===== src/design/scr_pkg.sv =====
/*
 * Shared constants and carriers for the system control register block:
 * register offsets, bit positions, reset values, address windows and the
 * structs that carry a cpu access and the window selects.
 * Assumes a 16-bit view of the cpu address; the upper byte (FF) of the
 * advanced-mode address space is decoded elsewhere.
 */
package scr_pkg;

    // ------------------------------------------------------------------
    // register map
    // ------------------------------------------------------------------
    localparam int unsigned  ADDR_W       = 8;
    localparam int unsigned  DATA_W       = 8;
    localparam logic [7:0]   OFS_SYSCTRL  = 8'h00;
    localparam logic [7:0]   OFS_MODECTRL = 8'h01;

    // ------------------------------------------------------------------
    // bit positions of system_control_reg and mode_control_reg
    // ------------------------------------------------------------------
    localparam int unsigned  BIT_HOST_PIN_LOC = 7;
    localparam int unsigned  BIT_IO_STROBE    = 6;
    localparam int unsigned  BIT_IRQ_MODE_HI  = 5;
    localparam int unsigned  BIT_IRQ_MODE_LO  = 4;
    localparam int unsigned  BIT_RST_SOURCE   = 3;
    localparam int unsigned  BIT_NMI_EDGE     = 2;
    localparam int unsigned  BIT_HOST_WINDOW  = 1;
    localparam int unsigned  BIT_RAM_ENABLE   = 0;
    localparam int unsigned  BIT_EXT_MODE     = 7;

    // ------------------------------------------------------------------
    // reset values
    // ------------------------------------------------------------------
    localparam logic         RST_HOST_PIN_LOC = 1'b0;
    localparam logic         RST_IO_STROBE    = 1'b0;
    localparam logic         RST_IRQ_MODE_LO  = 1'b0;
    localparam logic         RST_NMI_EDGE     = 1'b0;
    localparam logic         RST_HOST_WINDOW  = 1'b0;
    localparam logic         RST_RAM_ENABLE   = 1'b1;
    localparam logic         RST_EXT_MODE     = 1'b0;
    localparam logic         SRC_WATCHDOG     = 1'b0;
    localparam logic         SRC_EXTERNAL     = 1'b1;

    // ------------------------------------------------------------------
    // codes and address windows
    // ------------------------------------------------------------------
    localparam logic [1:0]   MCU_MODE1        = 2'h1;
    localparam logic         IRQ_MODE_HI_FIX  = 1'b0;
    localparam logic [15:0]  IO_WIN_LO        = 16'hF000;
    localparam logic [15:0]  IO_WIN_HI        = 16'hF7FF;
    localparam logic [15:0]  SHARED_A_LO      = 16'hFFF0;
    localparam logic [15:0]  SHARED_A_HI      = 16'hFFF7;
    localparam logic [15:0]  SHARED_B_LO      = 16'hFFFC;
    localparam logic [15:0]  SHARED_B_HI      = 16'hFFFF;

    typedef struct packed {
        logic        valid;
        logic        external;
        logic [15:0] addr;
    } scr_cpu_access_t;

    typedef struct packed {
        logic timer;
        logic host;
    } scr_window_sel_t;

endpackage : scr_pkg


===== src/design/scr_system_control.sv =====
/*
 * System control register: one 8-bit register that steers pin functions,
 * interrupt mode, nmi edge, the shared peripheral address window and the
 * on-chip ram enable, plus the extended-mode control bit it depends on.
 * Assumes all inputs are synchronous to clk_i and that rst_i covers both
 * the external reset pin and the watchdog overflow reset.
 */
// What this block does
// - host pin location bit enables second chip-select; gate a20 enable input picks its pin
// - strobe bit 0: in extended mode, pin strobes every external access
// - strobe bit 1: in extended mode, pin strobes only io window
// - irq mode 00/01 only; upper bit read-only
// - reset source flag: 0 watchdog, 1 external
// - nmi edge bit: 0 falling, 1 rising
// - window bit 0 routes shared ranges to timers
// - window bit 1 routes shared ranges to host
// - ram enable bit enables on-chip ram
// - ram enable reloads when reset releases
// - extended mode forced in mode 1, else writable
`timescale 1ns/1ns
module scr_system_control (
    input  wire logic                      clk_i,
    input  wire logic                      rst_i,
    input  wire logic                      wdt_reset_cause_i,
    input  wire logic [1:0]                mode_pins_i,
    input  wire logic [7:0]                reg_addr_i,
    input  wire logic [7:0]                reg_wdata_i,
    input  wire logic                      reg_we_i,
    input  wire logic                      reg_re_i,
    output logic      [7:0]                reg_rdata_o,
    input  wire logic                      gate_a20_enable_bit_i,
    output logic                           host_cs2_primary_o,
    output logic                           host_cs2_alternate_o,
    input  wire scr_pkg::scr_cpu_access_t  cpu_access_i,
    output logic                           strobe_pin_n_o,
    output scr_pkg::scr_window_sel_t       window_sel_o,
    output logic      [1:0]                irq_mode_o,
    input  wire logic                      nmi_pin_i,
    output logic                           nmi_request_o,
    output logic                           ram_enable_o,
    output logic                           extended_mode_o
);

    // ------------------------------------------------------------------
    // helpers
    // ------------------------------------------------------------------
    // inclusive range check, shared by the io window and both shared ranges
    function automatic logic scr_in_range(input logic [15:0] a,
                                          input logic [15:0] lo,
                                          input logic [15:0] hi);
        scr_in_range = (a >= lo) && (a <= hi);
    endfunction : scr_in_range

    // ------------------------------------------------------------------
    // state
    // ------------------------------------------------------------------
    logic        host_pin_loc_q;
    logic        io_strobe_q;
    logic        irq_mode_lo_q;
    logic        rst_source_q;
    logic        nmi_edge_q;
    logic        host_window_q;
    logic        ram_enable_q;
    logic        ext_mode_q;
    logic [1:0]  mode_pins_q;
    logic        rst_dly_q;
    logic        nmi_prev_q;
    logic        nmi_req_q;
    logic [7:0]  rdata_q;

    // ------------------------------------------------------------------
    // decode
    // ------------------------------------------------------------------
    wire         hit_sys      = (reg_addr_i == scr_pkg::OFS_SYSCTRL);
    wire         hit_mode     = (reg_addr_i == scr_pkg::OFS_MODECTRL);
    wire         wr_sys       = reg_we_i && hit_sys;
    wire         wr_mode      = reg_we_i && hit_mode;
    wire         mode1_fixed  = (mode_pins_q == scr_pkg::MCU_MODE1);
    wire         ext_mode     = mode1_fixed || ext_mode_q;
    wire         rst_release  = rst_dly_q && !rst_i;

    // live register images; only the fixed upper irq bit and the zero pad are constants
    wire  [7:0]  sys_image    = {host_pin_loc_q,
                                 io_strobe_q,
                                 scr_pkg::IRQ_MODE_HI_FIX,
                                 irq_mode_lo_q,
                                 rst_source_q,
                                 nmi_edge_q,
                                 host_window_q,
                                 ram_enable_q};
    wire  [7:0]  mode_image   = {ext_mode, 5'h00, mode_pins_q};
    wire  [7:0]  rd_mux       = hit_sys  ? sys_image  :
                                hit_mode ? mode_image : 8'h00;

    // ------------------------------------------------------------------
    // writable control bits of system_control_reg
    // ------------------------------------------------------------------
    // the upper irq mode bit and the reset source bit have no write path
    always_ff @(posedge clk_i)
    begin
        if (rst_i)
        begin
            host_pin_loc_q <= scr_pkg::RST_HOST_PIN_LOC;
            io_strobe_q    <= scr_pkg::RST_IO_STROBE;
            irq_mode_lo_q  <= scr_pkg::RST_IRQ_MODE_LO;
            nmi_edge_q     <= scr_pkg::RST_NMI_EDGE;
            host_window_q  <= scr_pkg::RST_HOST_WINDOW;
        end
        else if (wr_sys)
        begin
            host_pin_loc_q <= reg_wdata_i[scr_pkg::BIT_HOST_PIN_LOC];
            io_strobe_q    <= reg_wdata_i[scr_pkg::BIT_IO_STROBE];
            irq_mode_lo_q  <= reg_wdata_i[scr_pkg::BIT_IRQ_MODE_LO];
            nmi_edge_q     <= reg_wdata_i[scr_pkg::BIT_NMI_EDGE];
            host_window_q  <= reg_wdata_i[scr_pkg::BIT_HOST_WINDOW];
        end
    end

    // ------------------------------------------------------------------
    // reset source and mode pin capture
    // ------------------------------------------------------------------
    // both are sampled while reset is held, so the last sample before the
    // release is what software sees; software cannot alter either
    always_ff @(posedge clk_i)
    begin
        if (rst_i)
        begin
            rst_source_q <= wdt_reset_cause_i ? scr_pkg::SRC_WATCHDOG
                                              : scr_pkg::SRC_EXTERNAL;
            mode_pins_q  <= mode_pins_i;
        end
    end

    // ------------------------------------------------------------------
    // ram enable with reload on reset release
    // ------------------------------------------------------------------
    // the release cycle forces the reset value again, so a write that lands
    // in that very cycle is dropped in favour of the documented reload
    always_ff @(posedge clk_i)
    begin
        rst_dly_q <= rst_i;
        if (rst_i || rst_release)
            ram_enable_q <= scr_pkg::RST_RAM_ENABLE;
        else if (wr_sys)
            ram_enable_q <= reg_wdata_i[scr_pkg::BIT_RAM_ENABLE];
    end

    // ------------------------------------------------------------------
    // extended mode bit
    // ------------------------------------------------------------------
    // in mode 1 the flop still exists but is masked by mode1_fixed above
    always_ff @(posedge clk_i)
    begin
        if (rst_i)
            ext_mode_q <= scr_pkg::RST_EXT_MODE;
        else if (wr_mode && !mode1_fixed)
            ext_mode_q <= reg_wdata_i[scr_pkg::BIT_EXT_MODE];
    end

    // ------------------------------------------------------------------
    // nmi edge detection
    // ------------------------------------------------------------------
    // the previous level is loaded from the pin during reset so the release
    // never looks like an edge
    wire nmi_rise = nmi_pin_i && !nmi_prev_q;
    wire nmi_fall = !nmi_pin_i && nmi_prev_q;
    always_ff @(posedge clk_i)
    begin
        nmi_prev_q <= nmi_pin_i;
        if (rst_i)
            nmi_req_q <= 1'b0;
        else
            nmi_req_q <= nmi_edge_q ? nmi_rise : nmi_fall;
    end

    // ------------------------------------------------------------------
    // register read port
    // ------------------------------------------------------------------
    // data stand for exactly one cycle after the strobe, zero otherwise
    always_ff @(posedge clk_i)
    begin
        if (rst_i)
            rdata_q <= 8'h00;
        else
            rdata_q <= reg_re_i ? rd_mux : 8'h00;
    end

    // ------------------------------------------------------------------
    // pin and address steering
    // ------------------------------------------------------------------
    wire io_win_hit  = scr_in_range(cpu_access_i.addr, scr_pkg::IO_WIN_LO,
                                    scr_pkg::IO_WIN_HI);
    wire shared_hit  = scr_in_range(cpu_access_i.addr, scr_pkg::SHARED_A_LO,
                                    scr_pkg::SHARED_A_HI) ||
                       scr_in_range(cpu_access_i.addr, scr_pkg::SHARED_B_LO,
                                    scr_pkg::SHARED_B_HI);
    wire as_strobe   = cpu_access_i.valid && cpu_access_i.external;
    wire ios_strobe  = cpu_access_i.valid && io_win_hit;
    wire strobe_act  = ext_mode && (io_strobe_q ? ios_strobe : as_strobe);

    // strobe is combinational so it frames the access in the same cycle
    assign strobe_pin_n_o       = !strobe_act;
    assign window_sel_o.timer   = cpu_access_i.valid && shared_hit
                                  && !host_window_q;
    assign window_sel_o.host    = cpu_access_i.valid && shared_hit
                                  && host_window_q;
    // the second chip-select is driven only when the host pin bit is set; the gate a20 enable input picks the pin
    assign host_cs2_primary_o   = host_pin_loc_q && !gate_a20_enable_bit_i;
    assign host_cs2_alternate_o = host_pin_loc_q && gate_a20_enable_bit_i;
    assign irq_mode_o           = {scr_pkg::IRQ_MODE_HI_FIX, irq_mode_lo_q};
    assign nmi_request_o        = nmi_req_q;
    assign ram_enable_o         = ram_enable_q;
    assign extended_mode_o      = ext_mode;
    assign reg_rdata_o          = rdata_q;

    // ------------------------------------------------------------------
    // checks
    // ------------------------------------------------------------------
    host_pin_route_a: assert property (@(posedge clk_i) disable iff (rst_i)
        (host_cs2_primary_o || host_cs2_alternate_o) == host_pin_loc_q
        && !(host_cs2_primary_o && host_cs2_alternate_o))
        else $error("second chip-select routing wrong");

    addr_strobe_a: assert property (@(posedge clk_i) disable iff (rst_i)
        (ext_mode && !io_strobe_q && cpu_access_i.valid
         && cpu_access_i.external) |-> !strobe_pin_n_o)
        else $error("address strobe missing on external access");

    io_strobe_a: assert property (@(posedge clk_i) disable iff (rst_i)
        (io_strobe_q && !strobe_pin_n_o) |->
        (io_win_hit && cpu_access_i.valid && ext_mode))
        else $error("io strobe outside io window");

    irq_mode_a: assert property (@(posedge clk_i) disable iff (rst_i)
        wr_sys |=> irq_mode_o == {1'b0, $past(reg_wdata_i[4])})
        else $error("irq mode not as written or upper bit set");

    rst_source_a: assert property (@(posedge clk_i)
        $fell(rst_i) |-> reg_rdata_o == 8'h00
        ##0 rst_source_q == !$past(wdt_reset_cause_i))
        else $error("reset source flag wrong after reset");

    nmi_edge_a: assert property (@(posedge clk_i) disable iff (rst_i)
        (!nmi_edge_q && $past(nmi_edge_q) == 1'b0 && $fell(nmi_pin_i)
         && !$past(rst_i)) |=> nmi_request_o)
        else $error("falling nmi edge not requested");

    nmi_quiet_a: assert property (@(posedge clk_i) disable iff (rst_i)
        $stable(nmi_pin_i) |=> !nmi_request_o)
        else $error("nmi request without an edge");

    window_a: assert property (@(posedge clk_i) disable iff (rst_i)
        (cpu_access_i.valid && shared_hit) |->
        (window_sel_o.host == host_window_q && window_sel_o.timer != host_window_q))
        else $error("shared window routed wrongly");

    ram_reload_a: assert property (@(posedge clk_i)
        (rst_dly_q && !rst_i) |=> ram_enable_o)
        else $error("ram enable not reloaded at reset release");

    ext_fixed_a: assert property (@(posedge clk_i) disable iff (rst_i)
        mode1_fixed |-> extended_mode_o [*2])
        else $error("extended mode not held in mode 1");

    ro_bits_a: assert property (@(posedge clk_i) disable iff (rst_i)
        wr_sys |=> $stable(rst_source_q) && !irq_mode_o[1])
        else $error("read-only bit changed by a write");

    read_data_a: assert property (@(posedge clk_i) disable iff (rst_i)
        (reg_re_i && hit_sys) |=> reg_rdata_o[0] == ram_enable_o
        ##1 ($past(reg_re_i) || reg_rdata_o == 8'h00))
        else $error("read data wrong or held too long");

endmodule : scr_system_control


===== config.mk =====
export PLATFORM = sky130hd
export DESIGN_NAME = scr_system_control
export DESIGN_NICKNAME = d
export VERILOG_FILES = /design/src/design/scr_pkg.sv /design/src/design/scr_system_control.sv
export SDC_FILE = /design/constraint.sdc
export NUM_CORES = 1
export LEC_CHECK = 0
export ABC_AREA = 1
export BUFFER_PORTS_ARGS = -buffer_cell sky130_fd_sc_hd__buf_2
export CAP_MARGIN = 20
export CORE_MARGIN = 1.5
export CORE_UTILIZATION = 43
export DETAILED_ROUTE_END_ITERATION = 8
export PLACE_DENSITY = 0.81
export SLEW_MARGIN = 20
export SYNTH_ARGS = -nofsm -noshare
export SYNTH_HDL_FRONTEND = slang
export SYNTH_SLANG_ARGS = --single-unit
export TNS_END_PERCENT = 1

===== constraint.sdc =====
create_clock -name clk_i -period 1.7 [get_ports clk_i]
set_input_delay 0 -clock clk_i [delete_from_list [all_inputs] [get_ports clk_i]]
set_output_delay 0 -clock clk_i [all_outputs]
set_load 0.05 [all_outputs]

After elaboration in Yosys (flattened, before gate mapping)
Index checks and enable logic that the tools add are counted.

Register bits: 21. Input bits: 43. Output and inout port bits: 18.

$lt $le $gt $ge: 6. Equal/unequal tests: 2. Mux-type cells: 5. Bitwise logic cells: 1. Reduce and logical (&&, ||, !) cells: 30.

Operators with widths (number): >= comparator 16 bit, second input constant (3); less-or-equal comparator 16 bit, second input constant (3); logical AND 1 bit (17); two-way mux 8 bit (2); equality test 8 x 1 -> 1 bit, second input constant (1); logical NOT 8 bit (1); logical NOT 1 bit (7); logical OR 1 bit (3); two-way mux 1 bit (3); OR reduction 3 bit (1); equality test 2 x 1 -> 1 bit, second input constant (1); OR reduction 2 bit (1); inverter 1 bit (1).

Longest topological paths before layout
Gate-level depths: netlist of the first run.

Depth after elaboration: 6. Mapped depth: 7. Depth with buffers taken out: 7.

Worst setup path after synthesis of the first run
No wires, ideal clock.

Path kind: reg2out. Start: reg io_strobe_q. End: out strobe_pin_n_o. Arrival: 1.467 ns. Data required time: 1.700 ns. Path slack: 0.233 ns. Stages on the path, launching flop included: 3. Cell sequence: dfxtp_1 -> inv_1 -> o21ai_0.

Word-level cells in the longest chain between the ends: 3.

Ends and longest elaborated chain: from (decl) (RTL line scr_system_control.sv:58) `logic io_strobe_q;`; from (signal assigned) (RTL line scr_system_control.sv:104) `io_strobe_q <= scr_pkg::RST_IO_STROBE;`; from (signal assigned) (RTL line scr_system_control.sv:112) `io_strobe_q <= reg_wdata_i[scr_pkg::BIT_IO_STROBE];`; two-way mux 1 bit (RTL line scr_system_control.sv:199) `wire strobe_act = ext_mode && (io_strobe_q ? ios_strobe : as_strobe);`; logical AND 1 bit (RTL line scr_system_control.sv:199); logical NOT 1 bit (RTL line scr_system_control.sv:202) `assign strobe_pin_n_o = !strobe_act;`; to (decl) (RTL line scr_system_control.sv:35) `output logic strobe_pin_n_o,`.

No other way between the ends.

Final worst setup path of the first run
Start: reg mode_pins_q[1]. End: out strobe_pin_n_o.

Word-level cells in the longest chain between the ends: 4.

Ends and longest elaborated chain: from (decl) (RTL line scr_system_control.sv:65) `logic [1:0] mode_pins_q;`; from (signal assigned) (RTL line scr_system_control.sv:130) `mode_pins_q <= mode_pins_i;`; equality test 2 x 1 -> 1 bit (RTL line scr_system_control.sv:78) `wire mode1_fixed = (mode_pins_q == scr_pkg::MCU_MODE1);`; logical OR 1 bit (RTL line scr_system_control.sv:79) `wire ext_mode = mode1_fixed || ext_mode_q;`; logical AND 1 bit (RTL line scr_system_control.sv:199); logical NOT 1 bit (RTL line scr_system_control.sv:202).

No other way between the ends.

==> results of run 1 <==
-- power by group --
part / switching [mW] / total, mW / internal (mW)
Sequential: 0.00408 / 0.494 / 0.490
Clock: 0.138 / 0.229 / 0.0916
Combinational: 0.0697 / 0.126 / 0.0560
Total: 0.212 / 0.849 / 0.637
-- worst max path at each step --
stage	startpoint	cells after the start	endpoint	slack, ps
after floorplan	io_strobe_q$_SDFFE_PP0P_	2	strobe_pin_n_o	230
after global placement	mode_pins_q[1]$_DFFE_PP_	5	strobe_pin_n_o	740
after detailed placement	mode_pins_q[0]$_DFFE_PP_	4	ext_mode_q$_SDFFE_PP0P_	730
after CTS	mode_pins_q[1]$_DFFE_PP_	5	strobe_pin_n_o	370
after global routing	mode_pins_q[1]$_DFFE_PP_	5	strobe_pin_n_o	250
final	mode_pins_q[1]$_DFFE_PP_	5	strobe_pin_n_o	380
-- through the flow --
step,std cells,area (um2),total power [mW]
2_1_floorplan,123,909.6,0.5659
3_3_place_gp,199,1169,0.6148
3_5_place_dp,199,1169,0.6186
4_1_cts,210,1265,0.8571
5_1_grt,210,1265,0.8961
6_report,210,1265,0.8490
-- cell usage after synthesis --
master,count
nor2_4,1
nand3_1,14
o21ai_1,2
buf_6,2
a21boi_0,1
nor2_2,4
edfxtp_1,3
o21ai_0,2
nor3_1,2
nand2_1,18
buf_4,3
nand2_2,2
a21oi_1,8
nor2_1,20
conb_1,1
inv_1,20
dfxtp_1,17
nand4_1,2
-- area by class of cell --
class / instances / share of cell area, %
flip-flops and latches: 20 / 34.03
multi-input cells: 78 / 28.39
repair buffers: 61 / 26.90
clock buffers: 4 / 2.077
well taps: 27 / 2.671
inverters: 20 / 5.935
-- state kept, by name, summed over array words and instances (netlist names) --
register	count
reg_rdata_o	7
mode_pins_q	2
ext_mode_q	1
host_pin_loc_q	1
host_window_q	1
io_strobe_q	1
irq_mode_lo_q	1
nmi_edge_q	1
nmi_prev_q	1
nmi_request_o	1
ram_enable_o	1
rst_dly_q	1
rst_source_q	1
-- worst register-to-register path: stages, from the launching register on --
cell and delay, ps:
edfxtp_1 420, a21boi_0 260, nand3_1 110, nand2_1 70, nor2_1 30
-- placed cells by master (no fill, tap or decap), drive strengths merged --
cell type    synthesis  final
a21oi                8      8
a21boi               1      1
nor3                 2      2
dlygate4sd3          0      7
dfxtp               17     17
nand2               20     20
edfxtp               3      3
buf                  5     54
nor2                25     25
nand4                2      2
clkbuf               0      4
inv                 20     20
nand3               14     14
conb                 1      2
o21ai                4      4
-- kinds of logic after synthesis --
family	count (synthesis)	synth area share [%]
AND/OR/NAND/NOR	63	31.35
buffers and inverters	25	13.26
flip-flops	20	47.51
AO/OA/AOI/OAI	13	7.459
other	1	0.4140
-- per-layer routing --
metal	GRT usage, %	part of all wire (%)	wire (um)
met4	5.714	1.3	25
met1	19.53	40	795
met5	0	0	0
met3	4.908	7.1	141
met2	34.02	51	1013
-- timing repair --
| item | 4_1_cts | 5_1_grt |
|---|---|---|
| endpoints found under the setup margin | 0 | 0 |
| hold buffers | 7 | 0 |
| hold endpoints to repair | 8 | 0 |
==> flow_summary.yaml, run 1 <==
finish:
  syn_to_final_growth_pct: 39.64
  antenna_cells: 0
  fin_nets: 227
  regArea_um2: 430.4
  layout-drive-gt1-share_pct: 34.97
  multi_input_area_um2: 359.1
  fillers: 186
  final_util_pct: 63.83
sta:
  max_freq_ghz: 0.7586
  rsz0062_at_grt: "false"
  min_period_over_period_pct: 77.54
  slew_violations: 0
  finalSetupViolCount: 0
  fin_tns_setup_ps: 0
  final_hold_viol_count: 0
  holdWs_ps: 17.20
  finClkSkew_ps: 8.131
  post-route-min-period_ps: 1318
  setup_ws_ps: 381.8
clock_tree:
  cts_setup_buffers: 0
  cts_buffer_depth: 2
  cts_tree: "yes"
  cts_resized: 0
  clk_latency_ps: 300
  numCtsBuffers: 3
  cts-root-buf: "clkbuf_4"
  path_clk_slew_ps: 110
  htree_levels: 1
  cts.sinks: 20
worst_setup_path:
  r2r_setup_slack_ps: 720
  critPathMaxFanout: 2
  rr_worst_depth: 4
  cp.required_ps: 1700
  max_stage_delay_ps: 410
  r2r_end: "ext_mode_q$_SDFFE_PP0P_"
  crit_chain: "inv_1, nand2_1, a21oi_1, o21ai_0, buf_2"
  path_buf_inv: 2
  cp-end-kind: "output pin"
  start_kind: "flip-flop"
  critPathArrivalTime_ps: 1320
  slowest_stage: "edfxtp_1"
  path_delay_family: "flip-flops"
  timing.rr.start: "mode_pins_q[0]$_DFFE_PP_"
  worstSetupPathType: "reg -> out"
worst_hold_path:
  hp-class: "in -> reg"
  min_to: "io_strobe_q$_SDFFE_PP0P_"
  worstHoldStart: "reg_wdata_i[6]"
  min_delay_path_depth: 5
die:
  die_y_um: 48.90
  row_count: 16
  ios: 61
  fp.dieW_um: 48.90
  core_um2: 1982
  die_area_um2: 2391
  start_util_pct: 45.71
synth:
  synth_warnings: 0
  synth_top_area_share_pct: 37.57
  avgSynthCellArea_um2: 7.425
  ys_seq_area_share_pct: 47.51
  synth_cell_types: 18
  synthTopCellsByArea: "dfxtp_1 38%, edfxtp_1 9.9%, inv_1 8.3%, nor2_1 8.3%, nand3_1 7.7%"
  postSynthCellCount: 122
  synth_top_cell_by_area: "dfxtp_1"
  ys_seq_elements: 20
  synth.cell_area_um2: 905.9
global_routing:
  grt_pass1_vias: 876
  gr-total-overflow: 0
  grt_pass1_wl_mm: 3.422
  antenna_found_initial: 0
  grt_max_degree: 15
  grt_usage_pct: 18.13
detailed_routing:
  vias: 957
  wire_per_inst_um: 9.405
  drt-initial-drc-count: 13
  detail_route.first_pass.iterations: 4
  drc_errors: 0
  viasPerCell: 4.557
  drtAntennaViolNets: 0
  drt-total-wl_mm: 1.975
placed_design:
  dp_hpwl_mm: 1.571
  place.gp.congestion: 0.7318
  portBuffers: 54
  pre_cts_ws_ps: 730.3
run_status:
  status: "finished clean"
pwr:
  power_density_nw_per_um2: 671.2
  power.leakage_nw: 0.6445
  ir_drop_uv: 708.4
run:
  cap_violations: 0
No activity file was read; power rests on OpenSTA's default activity.
==> run 2, diff against run 1 <==
- CORE_UTILIZATION: 43 -> 36
- PLACE_DENSITY: 0.81 -> 0.73
- clock period: 1.7 -> 1.2 ns (I/O delays scaled with it)
==> flow_summary.yaml, run 2 (synthesis gave the netlist of run 1 again) <==
die:
  start_util_pct: 39.43
  ios: 61
  row_count: 17
  die_area_um2: 2826
  core_um2: 2297
  fp.dieW_um: 53.16
  die_y_um: 53.16
global_routing:
  grt_max_degree: 15
  grt_pass1_vias: 868
  grt_usage_pct: 16.47
  antenna_found_initial: 0
  grt_pass1_wl_mm: 3.277
  gr-total-overflow: 0
sta:
  finClkSkew_ps: 10.19
  setup_ws_ps: -73.90
  final_hold_viol_count: 0
  fin_tns_setup_ps: -73.90
  min_period_over_period_pct: 106.2
  rsz0062_at_grt: "true"
  post-route-min-period_ps: 1274
  slew_violations: 0
  holdWs_ps: 8.415
  finalSetupViolCount: 1
  max_freq_ghz: 0.7850
detailed_routing:
  drt-total-wl_mm: 2.215
  drc_errors: 0
  met1_length_um: 912
  detail_route.first_pass.iterations: 4
  drt-initial-drc-count: 5
  dr.max_layer_used: "met4"
  drtAntennaViolNets: 0
  route.met2.wl_mm: 1.093
  viasPerCell: 4.479
  vias: 963
  wl_met3_um: 166
  wire_per_inst_um: 10.30
worst_setup_path:
  cp_num_cells: 5
  cp.required_ps: 1200
  rr_worst_depth: 6
  critPathMaxFanout: 2
  critPathArrivalTime_ps: 1270
  path_buf_inv: 2
  max_stage_delay_ps: 430
  timing.rr.start: "mode_pins_q[1]$_DFFE_PP_"
  r2r_end: "ext_mode_q$_SDFFE_PP0P_"
  start_kind: "flip-flop"
  cp-end-kind: "output pin"
  slowest_stage: "edfxtp_1"
  r2r_setup_slack_ps: 80
  worstSetupPathType: "reg -> out"
  path_delay_family: "flip-flops"
  crit_chain: "inv_2, nand2_2, a21oi_2, o21ai_2, buf_6"
clock_tree:
  path_clk_slew_ps: 110
  cts_tree: "yes"
  cts.sinks: 20
  htree_levels: 1
  numCtsBuffers: 3
  cts-root-buf: "clkbuf_4"
  clk_latency_ps: 310
  cts_buffer_depth: 2
pwr:
  ir_drop_uv: 612.1
  total_power_mw: 1.293
  power.leakage_nw: 0.6738
  power_density_nw_per_um2: 971.2
finish:
  final_common_cell: "buf_2"
  antenna_cells: 0
  layout-drive-gt1-share_pct: 38.50
  final_cell_area_um2: 1331
  fin_nets: 231
  layout_common_cells: "52 x buf_2, 20 x nor2_1, 19 x inv_1, 17 x nand2_1, 17 x dfxtp_1"
  largest_reg_flops: 7
  syn_to_final_growth_pct: 46.96
  final_util_pct: 57.95
worst_hold_path:
  hp-class: "in -> reg"
  min_delay_path_depth: 5
  min_to: "host_window_q$_SDFFE_PP0P_"
  worstHoldStart: "reg_wdata_i[1]"
placed_design:
  portBuffers: 54
  place.gp.congestion: 0.7225
  dp_hpwl_mm: 1.631
  place_area_um2: 1170
run_status:
  violations: "setup timing"
  status: "complete, but fails checks"
run:
  cap_violations: 0
==> run 2: cell count changes in the layout (fill, tap and decap cells not counted), sizes merged <==
| cell | delta |
|---|---|
| buf | +3 |
| dlygate4sd3 | +1 |
==> run 2: area by class of cell <==
| cell class | count | area (um2) |
|---|---|---|
| Clock buffer | 4 | 36.28 |
| Multi-Input combinational cell | 78 | 369.1 |
| Timing Repair Buffer | 65 | 385.4 |
| Sequential cell | 20 | 430.4 |
| Inverter | 20 | 75.07 |
| Tap cell | 28 | 35.03 |
| Fill cell | 213 | 965.9 |
==> run 2: routing by layer <==
metal,up-vias,global-route usage [%]
met4,0,7.692
met5,-,0
met1,413,15.91
li1,505,-
met3,5,5.085
met2,40,31.25
==> run 2: worst min-delay path, cell delays in order <==
cell and delay [ps]:
buf_2 80, inv_1 30, nand3_1 60, nand2_1 40
nor2_1 70
==> run 2: how the worst max path moves through the flow <==
stage | start | endpoint | slack [ps]
6_report | mode_pins_q[1]$_DFFE_PP_ | strobe_pin_n_o | -70
5_1_grt | mode_pins_q[1]$_DFFE_PP_ | strobe_pin_n_o | -140
4_1_cts | mode_pins_q[1]$_DFFE_PP_ | strobe_pin_n_o | -40
3_5_place_dp | mode_pins_q[0]$_DFFE_PP_ | ext_mode_q$_SDFFE_PP0P_ | 210
3_3_place_gp | reg_addr_i[7] | reg_rdata_o[7]$_SDFF_PP0_ | 250
2_1_floorplan | mode_pins_q[0]$_DFFE_PP_ | reg_rdata_o[7]$_SDFF_PP0_ | 70
==> run 2: what timing repair did <==
item,in CTS,in global routing
gates resized for setup,3,6
endpoints found under the setup margin,2,2
hold buffers,8,0
endpoints found under the hold margin,9,0
pin swaps,1,1
setup buffers,1,2
==> run 2: stage by stage <==
stage               setup slack, ps  instances
floorplan                     67.73        123
global placement              247.9        200
detailed placement            206.9        200
CTS                          -35.59        213
global route                 -137.5        215
finish                       -73.90        215
==> run 2: power breakdown <==
| part | total, mW | leakage, nW | internal (mW) | switching [mW] |
|---|---|---|---|---|
| Clock | 0.390 | 0.0210 | 0.186 | 0.204 |
| Sequential | 0.702 | 0.167 | 0.694 | 0.00753 |
| Combinational | 0.201 | 0.486 | 0.0963 | 0.105 |
| Total | 1.29 | 0.674 | 0.976 | 0.317 |
